--- src/logic/kwrc_pkg.sv ---
// Constants and carrier types for the keyed watchdog reset counter.
// Assumes a single 100 MHz clock that is also the oscillator clock.
package kwrc_pkg;
   localparam logic [7:0] KWRC_KEY_ADDR = 8'ha6;
   localparam logic [7:0] KWRC_KEY_FIRST = 8'h1e;
   localparam logic [7:0] KWRC_KEY_SECOND = 8'he1;
   localparam int KWRC_CNT_W = 14;
   localparam logic [13:0] KWRC_CNT_ZERO = 14'h0000;
   localparam logic [13:0] KWRC_CNT_ONE = 14'h0001;
   localparam logic [13:0] KWRC_CNT_TERM = 14'h3fff;
   // Pulse length in oscillator periods; one oscillator period is one clock cycle here
   localparam int KWRC_PULSE_OSC = 98;
   localparam int KWRC_PULSE_CYC = KWRC_PULSE_OSC;
   localparam logic [6:0] KWRC_PULSE_LAST = 7'(KWRC_PULSE_CYC - 1);
   localparam logic [6:0] KWRC_PULSE_ZERO = 7'h00;
   localparam logic [6:0] KWRC_PULSE_ONE = 7'h01;

   typedef struct packed {
      logic wr;
      logic rd;
      logic [7:0] addr;
      logic [7:0] wdata;
   } kwrc_sfr_t;

   typedef enum logic [1:0] {KWRC_IDLE, KWRC_GOT_FIRST} kwrc_key_t;
endpackage

--- src/logic/kwrc_watchdog.sv ---
// Keyed one-time-enabled watchdog with reset-out pulse.
// Assumes SFR strobes synchronous to clock_in; machine_cycle_in marks machine cycles.
//
// Contract
// - Key 1Eh then E1h enables watchdog
// - Same key sequence restarts counter at zero
// - 14-bit counter overflow at 3FFFh resets device
// - Count each machine cycle while oscillator runs
// - Key register write only; reads harmless
// - Counter neither readable nor loadable
// - Overflow drives 98-period reset pulse out
// - Disabled after any reset
// - Stays enabled until reset or overflow
`timescale 1ns/1ps
module kwrc_watchdog
   import kwrc_pkg::*;
(
   input wire logic clock_in,
   input wire logic reset_in,
   input wire logic clock_enable_in,
   input wire logic machine_cycle_in,
   input wire logic osc_running_in,
   input wire kwrc_sfr_t sfr_in,
   output logic [7:0] sfr_rdata_out,
   output logic enabled_out,
   output logic device_reset_out,
   output logic reset_pin_out
);
   kwrc_key_t key_q, key_d;
   logic enabled_q, enabled_d;
   logic [KWRC_CNT_W-1:0] count_q, count_d;
   logic [6:0] pulse_q, pulse_d;
   logic pin_q, pin_d;
   logic ovf_q;

   wire key_wr = sfr_in.wr && (sfr_in.addr == KWRC_KEY_ADDR);
   wire first_ok = key_wr && (sfr_in.wdata == KWRC_KEY_FIRST);
   wire second_ok = key_wr && (sfr_in.wdata == KWRC_KEY_SECOND) && (key_q == KWRC_GOT_FIRST);
   wire tick = enabled_q && machine_cycle_in && osc_running_in;
   wire overflow = enabled_q && (count_q == KWRC_CNT_TERM);

   // Reads of the key address return zero and touch no state
   assign sfr_rdata_out = 8'h00;
   assign enabled_out = enabled_q;
   assign device_reset_out = ovf_q;
   assign reset_pin_out = pin_q;

   always_comb begin
      key_d = key_q;
      if (key_wr) begin
         key_d = first_ok ? KWRC_GOT_FIRST : KWRC_IDLE;
      end
   end

   // Overflow clears enable, count and key state as reset does, and loads the reset pulse
   assign enabled_d = overflow ? 1'b0 : (enabled_q | second_ok);
   assign count_d = (overflow || second_ok) ? KWRC_CNT_ZERO :
      (tick ? count_q + KWRC_CNT_ONE : count_q);
   assign pulse_d = overflow ? KWRC_PULSE_LAST :
      ((pulse_q != KWRC_PULSE_ZERO) ? pulse_q - KWRC_PULSE_ONE : KWRC_PULSE_ZERO);
   assign pin_d = overflow || (pulse_q != KWRC_PULSE_ZERO);

   always_ff @(posedge clock_in or posedge reset_in) begin
      if (reset_in) begin
         key_q <= KWRC_IDLE;
         enabled_q <= 1'b0;
         count_q <= KWRC_CNT_ZERO;
         pulse_q <= KWRC_PULSE_ZERO;
         pin_q <= 1'b0;
         ovf_q <= 1'b0;
      end else if (clock_enable_in) begin
         key_q <= overflow ? KWRC_IDLE : key_d;
         enabled_q <= enabled_d;
         count_q <= count_d;
         pulse_q <= pulse_d;
         pin_q <= pin_d;
         ovf_q <= overflow;
      end
   end

   logic [7:0] hi_cnt_q;
   always_ff @(posedge clock_in or posedge reset_in) begin
      if (reset_in) begin
         hi_cnt_q <= 8'h00;
      end else if (clock_enable_in) begin
         hi_cnt_q <= pin_q ? hi_cnt_q + 8'h01 : 8'h00;
      end
   end

   enable_seq_a: assert property (@(posedge clock_in) disable iff (reset_in)
      clock_enable_in && second_ok && !overflow |=> enabled_q)
      else $error("key sequence did not enable");
   restart_zero_a: assert property (@(posedge clock_in) disable iff (reset_in)
      clock_enable_in && enabled_q && second_ok |=> count_q == KWRC_CNT_ZERO)
      else $error("restart did not clear counter");
   overflow_reset_a: assert property (@(posedge clock_in) disable iff (reset_in)
      clock_enable_in && enabled_q && count_q == KWRC_CNT_TERM |=> device_reset_out && !enabled_q)
      else $error("overflow did not reset");
   count_step_a: assert property (@(posedge clock_in) disable iff (reset_in)
      clock_enable_in && tick && !second_ok && !overflow |=> count_q == $past(count_q) + 14'h0001)
      else $error("counter did not advance");
   count_hold_a: assert property (@(posedge clock_in) disable iff (reset_in)
      clock_enable_in && !osc_running_in && !second_ok && !overflow |=> $stable(count_q))
      else $error("counter moved with oscillator stopped");
   read_zero_a: assert property (@(posedge clock_in) disable iff (reset_in)
      sfr_rdata_out == 8'h00)
      else $error("read returned data");
   pulse_len_a: assert property (@(posedge clock_in) disable iff (reset_in)
      $rose(pin_q) && clock_enable_in |-> ##97 (hi_cnt_q == 8'd97 || !clock_enable_in))
      else $error("reset pulse length wrong");
   stay_on_a: assert property (@(posedge clock_in) disable iff (reset_in)
      enabled_q && !overflow && clock_enable_in |=> enabled_q)
      else $error("watchdog disabled without reset");
   bad_byte_a: assert property (@(posedge clock_in) disable iff (reset_in)
      clock_enable_in && key_wr && !first_ok |=> key_q == KWRC_IDLE)
      else $error("partial key not abandoned");

   // Pulse shape checks; the pin must also fall on time, not only rise
   pulse_end_a: assert property (@(posedge clock_in) disable iff (reset_in)
      clock_enable_in && pin_q && pulse_q == KWRC_PULSE_ZERO && !overflow |=> !pin_q)
      else $error("reset pulse did not end");

   pulse_load_a: assert property (@(posedge clock_in) disable iff (reset_in)
      clock_enable_in && overflow |=> pulse_q == KWRC_PULSE_LAST && reset_pin_out)
      else $error("reset pulse not started");

   pin_idle_a: assert property (@(posedge clock_in) disable iff (reset_in)
      clock_enable_in && pulse_q == KWRC_PULSE_ZERO && !overflow |=> !pin_q)
      else $error("reset pin high without overflow");

   // Internal reset lasts one cycle; the block is already disabled in that same cycle
   dres_once_a: assert property (@(posedge clock_in) disable iff (reset_in)
      clock_enable_in && device_reset_out |=> !device_reset_out)
      else $error("device reset longer than one cycle");

   ovf_clear_a: assert property (@(posedge clock_in) disable iff (reset_in)
      clock_enable_in && overflow |=> key_q == KWRC_IDLE && count_q == KWRC_CNT_ZERO)
      else $error("overflow left state behind");

   // A disabled watchdog neither counts nor holds a stale count
   off_zero_a: assert property (@(posedge clock_in) disable iff (reset_in)
      !enabled_q |-> count_q == KWRC_CNT_ZERO && !tick)
      else $error("disabled watchdog counting");

   no_stray_on_a: assert property (@(posedge clock_in) disable iff (reset_in)
      clock_enable_in && !enabled_q && !second_ok |=> !enabled_q)
      else $error("enabled without full key");

   first_key_a: assert property (@(posedge clock_in) disable iff (reset_in)
      clock_enable_in && first_ok && !overflow |=> key_q == KWRC_GOT_FIRST)
      else $error("first key byte not taken");

   other_addr_a: assert property (@(posedge clock_in) disable iff (reset_in)
      clock_enable_in && !key_wr && !overflow |=> key_q == $past(key_q))
      else $error("key state moved without key write");

   // Reads must be side-effect free, or polling software could disturb the count
   read_quiet_a: assert property (@(posedge clock_in) disable iff (reset_in)
      clock_enable_in && sfr_in.rd && !sfr_in.wr && !tick && !overflow |=> $stable(count_q))
      else $error("read changed the counter");

   no_load_a: assert property (@(posedge clock_in) disable iff (reset_in)
      clock_enable_in && !tick && !second_ok && !overflow |=> $stable(count_q))
      else $error("counter loaded outside counting");

   freeze_a: assert property (@(posedge clock_in) disable iff (reset_in)
      !clock_enable_in |=> $stable(count_q) && $stable(enabled_q) && $stable(pulse_q))
      else $error("state moved with clock enable low");
endmodule

--- config.mk ---
export PLATFORM = sky130hd
export DESIGN_NAME = kwrc_watchdog
export DESIGN_NICKNAME = d
export VERILOG_FILES = /design/src/logic/kwrc_pkg.sv /design/src/logic/kwrc_watchdog.sv
export SDC_FILE = /design/constraint.sdc
export NUM_CORES = 1
export LEC_CHECK = 0
export BUFFER_PORTS_ARGS = -buffer_cell sky130_fd_sc_hd__buf_2
export CORE_MARGIN = 8
export CORE_UTILIZATION = 30
export CTS_BUF_LIST = sky130_fd_sc_hd__clkbuf_16
export CTS_CLUSTER_DIAMETER = 40
export DETAILED_ROUTE_END_ITERATION = 16
export PLACE_DENSITY = 0.6
export SETUP_SLACK_MARGIN = 0.3
export SKIP_CTS_REPAIR_TIMING = 1
export SLEW_MARGIN = 20
export SYNTH_ARGS = -nofsm -noshare
export SYNTH_HDL_FRONTEND = slang
export SYNTH_SLANG_ARGS = --single-unit
--- constraint.sdc ---
create_clock -name clock_in -period 4.9 [get_ports clock_in]
set_input_delay 0.98 -clock clock_in [delete_from_list [all_inputs] [get_ports clock_in]]
set_output_delay 0.98 -clock clock_in [all_outputs]
set_load 0.005 [all_outputs]
==> metrics.md, run 1 <==
| Metric | Value |
|---|---|
| Hold Path Stages | `2` |
| Largest net degree at the start of global routing | `26` |
| Site Rows | `26` |
| CP Data Required Time | `5.04 ns` |
| Critical Path Fanout Max | `16` |
| Grt ovf | `0` |
| Outcome | `complete, no violations` |
| Drt total wl | `3160 um` |
| Seq cells post-synth | `25` |
| Layer with the highest usage | `met2` |
| Main synth FF type | `dfrtp_1` |
| CTS Root Cell | `clkbuf_16` |
| Clock Path Buffers | `2` |
| Synth Area in XOR/XNOR | `0.566%` |
| Asr flop ratio synth | `100%` |
| Final worst slack | `2.51 ns` |
| DRC viols | `0` |
| Max Cap Violations | `0` |
| Setup crit end kind | `flop` |
| Ant diodes | `0` |
| Leading area contributor after synthesis | `dfrtp_1` |
| Crit start category | `flop` |
| RSZ-0062 raised after global routing | `no` |
| Leakage | `0.000844 uW` |
| Synth Instances | `168` |
| Final hold vios | `0` |
| FF-to-FF Start | `count_q[0]` |
| Share of layout cells above drive strength 1 | `18.7%` |
| Worst Max-Slew Pin Slew | `0.897 ns` |
| Clock sinks | `25` |
| Gr usage total | `9.05%` |
| Final Non-Filler Cells | `257` |
| First drt pass iteration count | `4` |
| Clk_lat worst skew | `0.25 ns` |
| Post-synth EDFFs | `0` |
| ANT nets after route | `0` |
| Fin crit share | `48.8%` |
| Combinational family with the most area after synthesis | `simple AND/OR/NAND/NOR gates` |
| Synth Area in Compound Gates | `19.3%` |
| Final Cell Area | `1740 um^2` |
| Synth area leaders | `dfrtp_1, buf_4, o21ai_0` |
| Synth Area in Adders | `2.43%` |
| R2R setup slack | `2.51 ns` |
| Post-synthesis instance area | `1550 um^2` |
| PortBufs | `24` |
| Synthesized-area fraction occupied by and/or/nand/nor cells | `26.9%` |
| Final-report setup violation count | `0` |
| Final-stage net count | `214` |
| FILL cells | `539` |
| Die width | `87.8 um` |
| Arr. time, crit path | `2.53 ns` |
| Hold EP | `reset_pin_out` |
| Vias per cell | `4.99` |
| Setup CP Type | `reg -> reg` |
| HPWL Detailed | `2350 um` |
| Placed instance area | `1670 um^2` |
| Maximum vdd ir drop | `0.104 mV` |
| Mux contribution to synthesized area | `1.46%` |
| First-pass GRT wire length | `5710 um` |
| Via count | `1283` |
| Die area | `7710 um^2` |
| RR Endpoint | `count_q[12]` |
| Placed Instances | `253` |
| R2r worst-path depth | `6` |
| Initial core utilization | `30.7%` |
| Worst Skew | `0.00238 ns` |
| Syn. warnings | `0` |
| Top Ports | `34` |
| Met3 Use GR | `1.31%` |
| Power Density | `310 nW/um^2` |
| Syn avg cell area | `9.21 um^2` |
| Die H | `87.8 um` |
| Fmax | `418 MHz` |
| Period minus WS final | `2.39 ns` |
| GR Util met2 | `13.7%` |
| RePlAce Congestion | `0.738` |
| Total CTS buffers | `3` |
| Top-area cell type share of the netlist area | `40.5%` |
| Dpl ws | `2.29 ns` |
| Worst Hold Class | `reg -> reg` |
| Core area | `5040 um^2` |
| Vias in the first global route | `1292` |
| DR WL/cell | `12.3 um` |
| Clock Pin Slew Worst Setup and Hold Paths | `0.06 ns` |
| Fin util | `34.6%` |
| H-tree depth | `1` |
| Initial antenna violation count | `0` |
| Post-synthesis sequential area ratio | `40.5%` |
| CTS tree | `built` |
| Count of cell types in the netlist | `42` |
| Min-delay src | `reset_pin_out` |
| Met1 Use GR | `12.4%` |
| Initial DRC count | `45` |
| Synthesis-to-finish area growth | `12.8%` |
| Worst slew margin | `39.8%` |
| Setup TNS Final | `0 ns` |
| Slew Viols, Final | `0` |
## power by group
| part | switching, uW | internal (uW) |
|---|---|---|
| sequential | 26.5 | 235 |
| combinational | 56.2 | 46.7 |
| clock | 67.4 | 109 |
## layout make-up
class,count,area [um^2],share of cell area [%]
timing repair buffer,24,120,6.89
clock buffer,3,75.1,4.30
multi-input combinational,129,813,46.6
sequential,25,626,35.9
tap,70,87.6,5.02
clock inverter,1,3.75,0.215
inverter,5,18.8,1.08
## kinds of logic (layout without fill, tap and decap cells)
logic type | after synthesis | in the layout
AO/OA/AOI/OAI | 40 | 40
adder cells (fa/ha/maj) | 3 | 3
flip-flops | 25 | 25
AND/OR/NAND/NOR | 75 | 75
multiplexers | 2 | 2
other | 1 | 8
XOR/XNOR | 1 | 1
buffers and inverters | 21 | 33
## flip-flops by register name (all words and copies together) (netlist names)
signal,cells
count_q,14
reset_pin_out,1
key_q,1
enabled_out,1
device_reset_out,1
pulse_q,7
## cells in the mapped netlist (2+ instances only)
cell type  instances
a21o_1             2
o21ai_0           14
buf_6              2
dfrtp_1           25
buf_2              2
nor2_1            18
nor4bb_1           2
or3_1              2
ha_1               3
nand3_1            7
a221o_1            5
nor3b_1            3
or4_1              2
nor4_1             3
buf_4             10
nor3_1             5
and4_1             3
a21oi_1            4
inv_1              4
mux2_2             2
nand4_1            2
clkbuf_1           2
nand2_1           14
and3_1             8
a211o_1            2
a22o_1             6
## metrics by stage
| step | hold slack, ns | total power, uW |
|---|---|---|
| floorplan | 0.464 | 344 |
| global placement | 0.485 | 368 |
| detailed placement | 0.494 | 369 |
| CTS | 0.509 | 547 |
| global route | 0.537 | 576 |
| finish | 0.501 | 541 |
## worst max-delay path by stage
stage	startpoint	to	slack [ns]	cells after the start
4_1_cts	count_q[0]	count_q[13]	2.49	6
6_report	count_q[0]	count_q[12]	2.51	6
3_3_place_gp	sfr_in[12]	count_q[13]	2.31	6
3_5_place_dp	sfr_in[12]	count_q[11]	2.29	6
5_1_grt	count_q[1]	count_q[13]	2.34	6
2_1_floorplan	sfr_in[12]	count_q[5]	2.56	7
## critical path, stage by stage, from the launching register on
cell      delay, ns
dfrtp_1        0.39
ha_1           0.22
nand4_2        0.18
and4bb_1       0.73
a21o_4         0.20
o21ai_2        0.15
a221o_1        0.39
## routing by layer
metal	up-vias	share of wire, %
met2	37	43
met3	5	3.0
li1	647	-
met1	594	52
met4	0	1.8
met5	-	0
## placed cells by master (no fill, tap or decap), types with 6 or more instances in the layout
cell type,synthesis,layout
nand3_1,7,7
nor2_1,18,18
buf_2,2,24
and3_1,8,8
a22o_1,6,6
o21ai_0,14,14
nand2_1,14,14
dfrtp_1,25,25
conb_1,1,8
Note: power is estimated with default switching activity, not from simulation.
==> run 2: changes to the inputs <==
clock period = 2.31 ns   (was 4.9 ns; I/O delays follow)
==> run 2 against run 1 <==
Critical path depth rose by 1. Count of clock-buffer cells in the layout did not move. Cell count rose by 3.5%. Via count rose by 2.3%. Utilization rose by 1.6 points. Die area did not move. Clock power rose by 120%. Clock skew rose by 0.00058 ns. Total power rose by 120%. Largest cell class unchanged. Largest power group unchanged. Wire length rose by 6.5%.
==> metrics.md, run 2 (synthesis results as in run 1) <==
| Metric | Value |
|---|---|
| RR Endpoint | `count_q[13]` |
| Final-report setup violation count | `0` |
| ANT nets after route | `0` |
| Grt ovf | `0` |
| First drt pass iteration count | `4` |
| WP buf/inv | `1` |
| HPWL Detailed | `2470 um` |
| Clk_lat worst skew | `0.25 ns` |
| Placed instance area | `1720 um^2` |
| Critical Path Sink | `count_q[13]` |
| Die H | `87.8 um` |
| Clock Pin Slew Worst Setup and Hold Paths | `0.06 ns` |
| Share of layout cells above drive strength 1 | `23.5%` |
| Slew Viols, Final | `0` |
| R2R setup slack | `0.43 ns` |
| Commonest non-fill, non-tap cell in the layout | `dfrtp_1` |
| Vias per cell | `4.94` |
| Vias in the first global route | `1341` |
| FF-to-FF Start | `count_q[1]` |
| Top Ports | `34` |
| Critical path depth | `7` |
| Ant diodes | `0` |
| DR WL/cell | `12.6 um` |
| Worst Hold Class | `in -> async` |
| Setup crit end kind | `flop` |
| Leakage | `0.000891 uW` |
| Biggest regs | `count_q (14), pulse_q (7)` |
| Clock Path Buffers | `2` |
| Setup CP Type | `reg -> reg` |
| Number of flip-flops in the largest register | `14` |
| Initial DRC count | `94` |
| Slowest CP cell | `dfrtp_1` |
| CTS Root Cell | `clkbuf_16` |
| Die area | `7710 um^2` |
| DRC viols | `0` |
| Power Density | `640 nW/um^2` |
| Largest net degree at the start of global routing | `26` |
| PortBufs | `24` |
| Gr usage total | `9.31%` |
| Crit start category | `flop` |
| Die width | `87.8 um` |
| Final Cell Area | `1820 um^2` |
| Max Cap Violations | `0` |
| Final Non-Filler Cells | `266` |
| Final hold vios | `0` |
| FILL cells | `525` |
| First-pass GRT wire length | `5870 um` |
| Cell family with most CP delay | `simple AND/OR/NAND/NOR gates` |
| Clock sinks | `25` |
| Top reg by flops | `count_q` |
| CP Data Required Time | `2.45 ns` |
| H-tree depth | `1` |
| Critical path cell sequence | `ha_1, nand4_2, and4bb_4, a211oi_4, buf_4, and3_1, a221o_1` |
| Dpl ws | `0.264 ns` |
| Site Rows | `26` |
| Placed Instances | `260` |
| Fmax | `532 MHz` |
| Outcome | `complete, no violations` |
| R2r worst-path depth | `7` |
| Setup TNS Final | `0 ns` |
| Final worst slack | `0.430 ns` |
| Period minus WS final | `1.88 ns` |
| RSZ-0062 raised after global routing | `no` |
| CTS tree | `built` |
| Max stage delay on crit path | `0.38 ns` |
| Core area | `5040 um^2` |
| Via count | `1313` |
| Initial core utilization | `30.7%` |
| RePlAce Congestion | `0.753` |
| Synthesis-to-finish area growth | `18.0%` |
| Total CTS buffers | `3` |
| Fin crit share | `81.4%` |
| Critical Path Fanout Max | `16` |
| Arr. time, crit path | `2.02 ns` |
| Final-stage net count | `223` |
| Maximum vdd ir drop | `0.247 mV` |
| Drt total wl | `3360 um` |
| Initial antenna violation count | `0` |
| Most frequent cells in the layout | `dfrtp_1, buf_2, nor2_1` |
| Crit path from | `count_q[1]` |
| Worst Skew | `0.00297 ns` |
run 2: changes by cell type in the layout (fill, tap and decap cells not counted), sizes merged:
cell / change
buf: +9
run 2: report_power, final:
group          switching (uW)  internal (uW)
Combinational             124            103
Clock                     148            233
Sequential               60.2            499
run 2: worst reg2reg max path, delay by kind of cell, from the launching register on:
family          cells  cell delay, ns
fa+ha+maj           1            0.22
buf+inv             1            0.19
compound gates      2            0.31
flops               1            0.38
simple gates        3            0.66
run 2: stage by stage:
stage | utilization [%] | power [uW] | hold slack, ns
floorplan | - | 729 | 0.464
global placement | 34.1 | 782 | 0.485
detailed placement | 34.1 | 788 | 0.492
global route | 36.2 | 1240 | 0.311
finish | 36.2 | 1170 | 0.254
CTS | 35.7 | 1170 | 0.272
run 2: layer usage:
layer  part of all wire (%)  GRT usage, %  up-vias
met1                     51          12.4      617
li1                       -             -      664
met2                     44          13.7       30
met3                    3.7          1.78        2
met5                      0             0        -
met4                    1.2          5.16        0
run 2: layout make-up:
cell class / instances / area [um^2] / area share, %
Tap cell: 70 / 87.6 / 4.80
Inverter: 5 / 18.8 / 1.03
Sequential cell: 25 / 626 / 34.3
Clock inverter: 1 / 5.00 / 0.274
Multi-Input combinational cell: 129 / 825 / 45.2
Timing Repair Buffer: 33 / 188 / 10.3
Clock buffer: 3 / 75.1 / 4.12
run 2: worst min path at each step:
| stage | cells after the start | to | start | slack, ns |
|---|---|---|---|---|
| floorplan | 1 | key_q[0] | key_q[0] | 0.46 |
| global placement | 2 | reset_pin_out | reset_pin_out | 0.48 |
| detailed placement | 1 | device_reset_out | device_reset_out | 0.49 |
| CTS | 3 | count_q[5] | reset_in | 0.27 |
| global route | 3 | count_q[12] | reset_in | 0.31 |
| finish | 3 | pulse_q[4] | reset_in | 0.25 |
==> run 3: changes to the inputs <==
PLACE_DENSITY = 0.62   (was 0.6)
clock period = 1.6 ns   (was 2.31 ns; I/O delays follow)
==> run 3 against run 2 <==
The flow now finishes with violations (negative setup slack). Register-to-register slack got worse by 0.59 ns. Worst setup slack got worse by 0.59 ns. Utilization grew 6.4 points. Sequential power grew 44%. Die area stayed put. Clock skew is 0.00055 ns higher. Sequential share of layout area down 5.1 points. Critical path type unchanged. Largest cell class unchanged.
==> metrics.md, run 3 (synthesis results as in run 1) <==
| Metric | Value |
|---|---|
| Setup TNS Final | `-1.42 ns` |
| ANT nets after route | `0` |
| Grt ovf | `0` |
| Overall power | `1850 uW` |
| Clk_lat worst skew | `0.26 ns` |
| Initial DRC count | `54` |
| Most frequent cells in the layout | `buf_4, dfrtp_1, buf_2` |
| R2r worst-path depth | `6` |
| Vias per cell | `4.86` |
| Share of layout cells above drive strength 1 | `36.8%` |
| Met1 Use GR | `12.8%` |
| Critical Path Sink | `count_q[3]` |
| First drt pass iteration count | `4` |
| Max Cap Violations | `0` |
| Worst Hold Class | `in -> async` |
| Placed Instances | `285` |
| H-tree depth | `1` |
| Fmax | `568 MHz` |
| Setup crit end kind | `flop` |
| Die width | `87.8 um` |
| Die area | `7710 um^2` |
| Biggest regs | `count_q (14), pulse_q (7)` |
| Commonest non-fill, non-tap cell in the layout | `buf_4` |
| DR WL/cell | `13.4 um` |
| PortBufs | `24` |
| CTS Root Cell | `clkbuf_16` |
| Gr usage total | `10.3%` |
| Drt total wl | `3930 um` |
| Worst Skew | `0.00351 ns` |
| Largest net degree at the start of global routing | `26` |
| CTS tree | `built` |
| Top Ports | `34` |
| HPWL Detailed | `2770 um` |
| Critical Path Fanout Max | `5` |
| RePlAce Congestion | `0.785` |
| Period minus WS final | `1.76 ns` |
| DRC viols | `0` |
| Final-report setup violation count | `15` |
| Leakage | `0.00103 uW` |
| Number of flip-flops in the largest register | `14` |
| Layer with the highest usage | `met2` |
| First-pass GRT wire length | `6350 um` |
| Final hold vios | `0` |
| RSZ-0062 raised after global routing | `yes` |
| Crit path from | `count_q[10]` |
| Synthesis-to-finish area growth | `38.7%` |
| Failing checks | `negative setup slack` |
| Final-stage net count | `250` |
| Clock Pin Slew Worst Setup and Hold Paths | `0.07 ns` |
| Fin crit share | `110%` |
| Initial core utilization | `30.7%` |
| Clock sinks | `25` |
| FF-to-FF Start | `count_q[10]` |
| Final worst slack | `-0.162 ns` |
| CP Data Required Time | `1.79 ns` |
| Core area | `5040 um^2` |
| Total CTS buffers | `3` |
| Die H | `87.8 um` |
| Top reg by flops | `count_q` |
| Ant diodes | `0` |
| Crit start category | `flop` |
| Clock Path Buffers | `2` |
| Arr. time, crit path | `1.95 ns` |
| Setup CP Type | `reg -> reg` |
| GR Util met2 | `17.3%` |
| RR Endpoint | `count_q[3]` |
| Final Non-Filler Cells | `293` |
| Met3 Use GR | `2.06%` |
| Vias in the first global route | `1398` |
| Power Density | `861 nW/um^2` |
| Slew Viols, Final | `0` |
| Maximum vdd ir drop | `0.585 mV` |
| Via count | `1424` |
| Site Rows | `26` |
| Outcome | `finished with violations` |
| R2R setup slack | `-0.16 ns` |
| Initial antenna violation count | `0` |
| Hold Slack | `0.105 ns` |
-- run 3: changes by cell type in the layout (fill, tap and decap cells not counted), sizes merged --
cell	change
buf	+25
clkbuf	+1
o21ai	+1
-- run 3: metrics by stage --
| step | cell area (um^2) | utilization (%) | setup WS (ns) |
|---|---|---|---|
| 3_5_place_dp | 1960 | 38.9 | -0.293 |
| 4_1_cts | 2040 | 40.5 | -0.329 |
| 6_report | 2140 | 42.5 | -0.162 |
| 2_1_floorplan | 1620 | - | -0.220 |
| 3_3_place_gp | 1960 | 38.9 | -0.264 |
| 5_1_grt | 2140 | 42.5 | -0.220 |
-- run 3: area by class of cell --
type,instances,area [um^2]
timing repair buffer,59,420
clock buffer,3,75.1
multi-input combinational,130,912
fill,491,2900
inverter,5,18.8
clock inverter,1,5.00
sequential,25,626
tap,70,87.6
-- run 3: worst min-delay path by stage --
stage / depth (start not counted) / end / start
global route: 3 / pulse_q[3] / reset_in
CTS: 3 / reset_pin_out / reset_in
detailed placement: 3 / pulse_q[5] / reset_in
finish: 3 / pulse_q[3] / reset_in
global placement: 3 / pulse_q[5] / reset_in
floorplan: 1 / count_q[0] / reset_in
-- run 3: per-layer routing --
| layer | routed length [um] | up-vias |
|---|---|---|
| li1 | - | 723 |
| met1 | 1890 | 658 |
| met2 | 1850 | 39 |
| met3 | 138 | 4 |
| met4 | 51 | 0 |
| met5 | 0 | - |
-- run 3: report_power, final --
part | internal, uW | total [uW] | switching [uW]
clock | 337 | 562 | 226
combinational | 246 | 479 | 233
sequential | 720 | 805 | 85.0
total | 1300 | 1850 | 544
-- run 3: worst max-delay path, cell delays in order (launching register included) --
cell,delay [ns]
dfrtp_1,0.42
and4_1,0.24
and4bb_4,0.23
a21o_4,0.21
buf_6,0.13
or4_1,0.38
o21ai_1,0.08
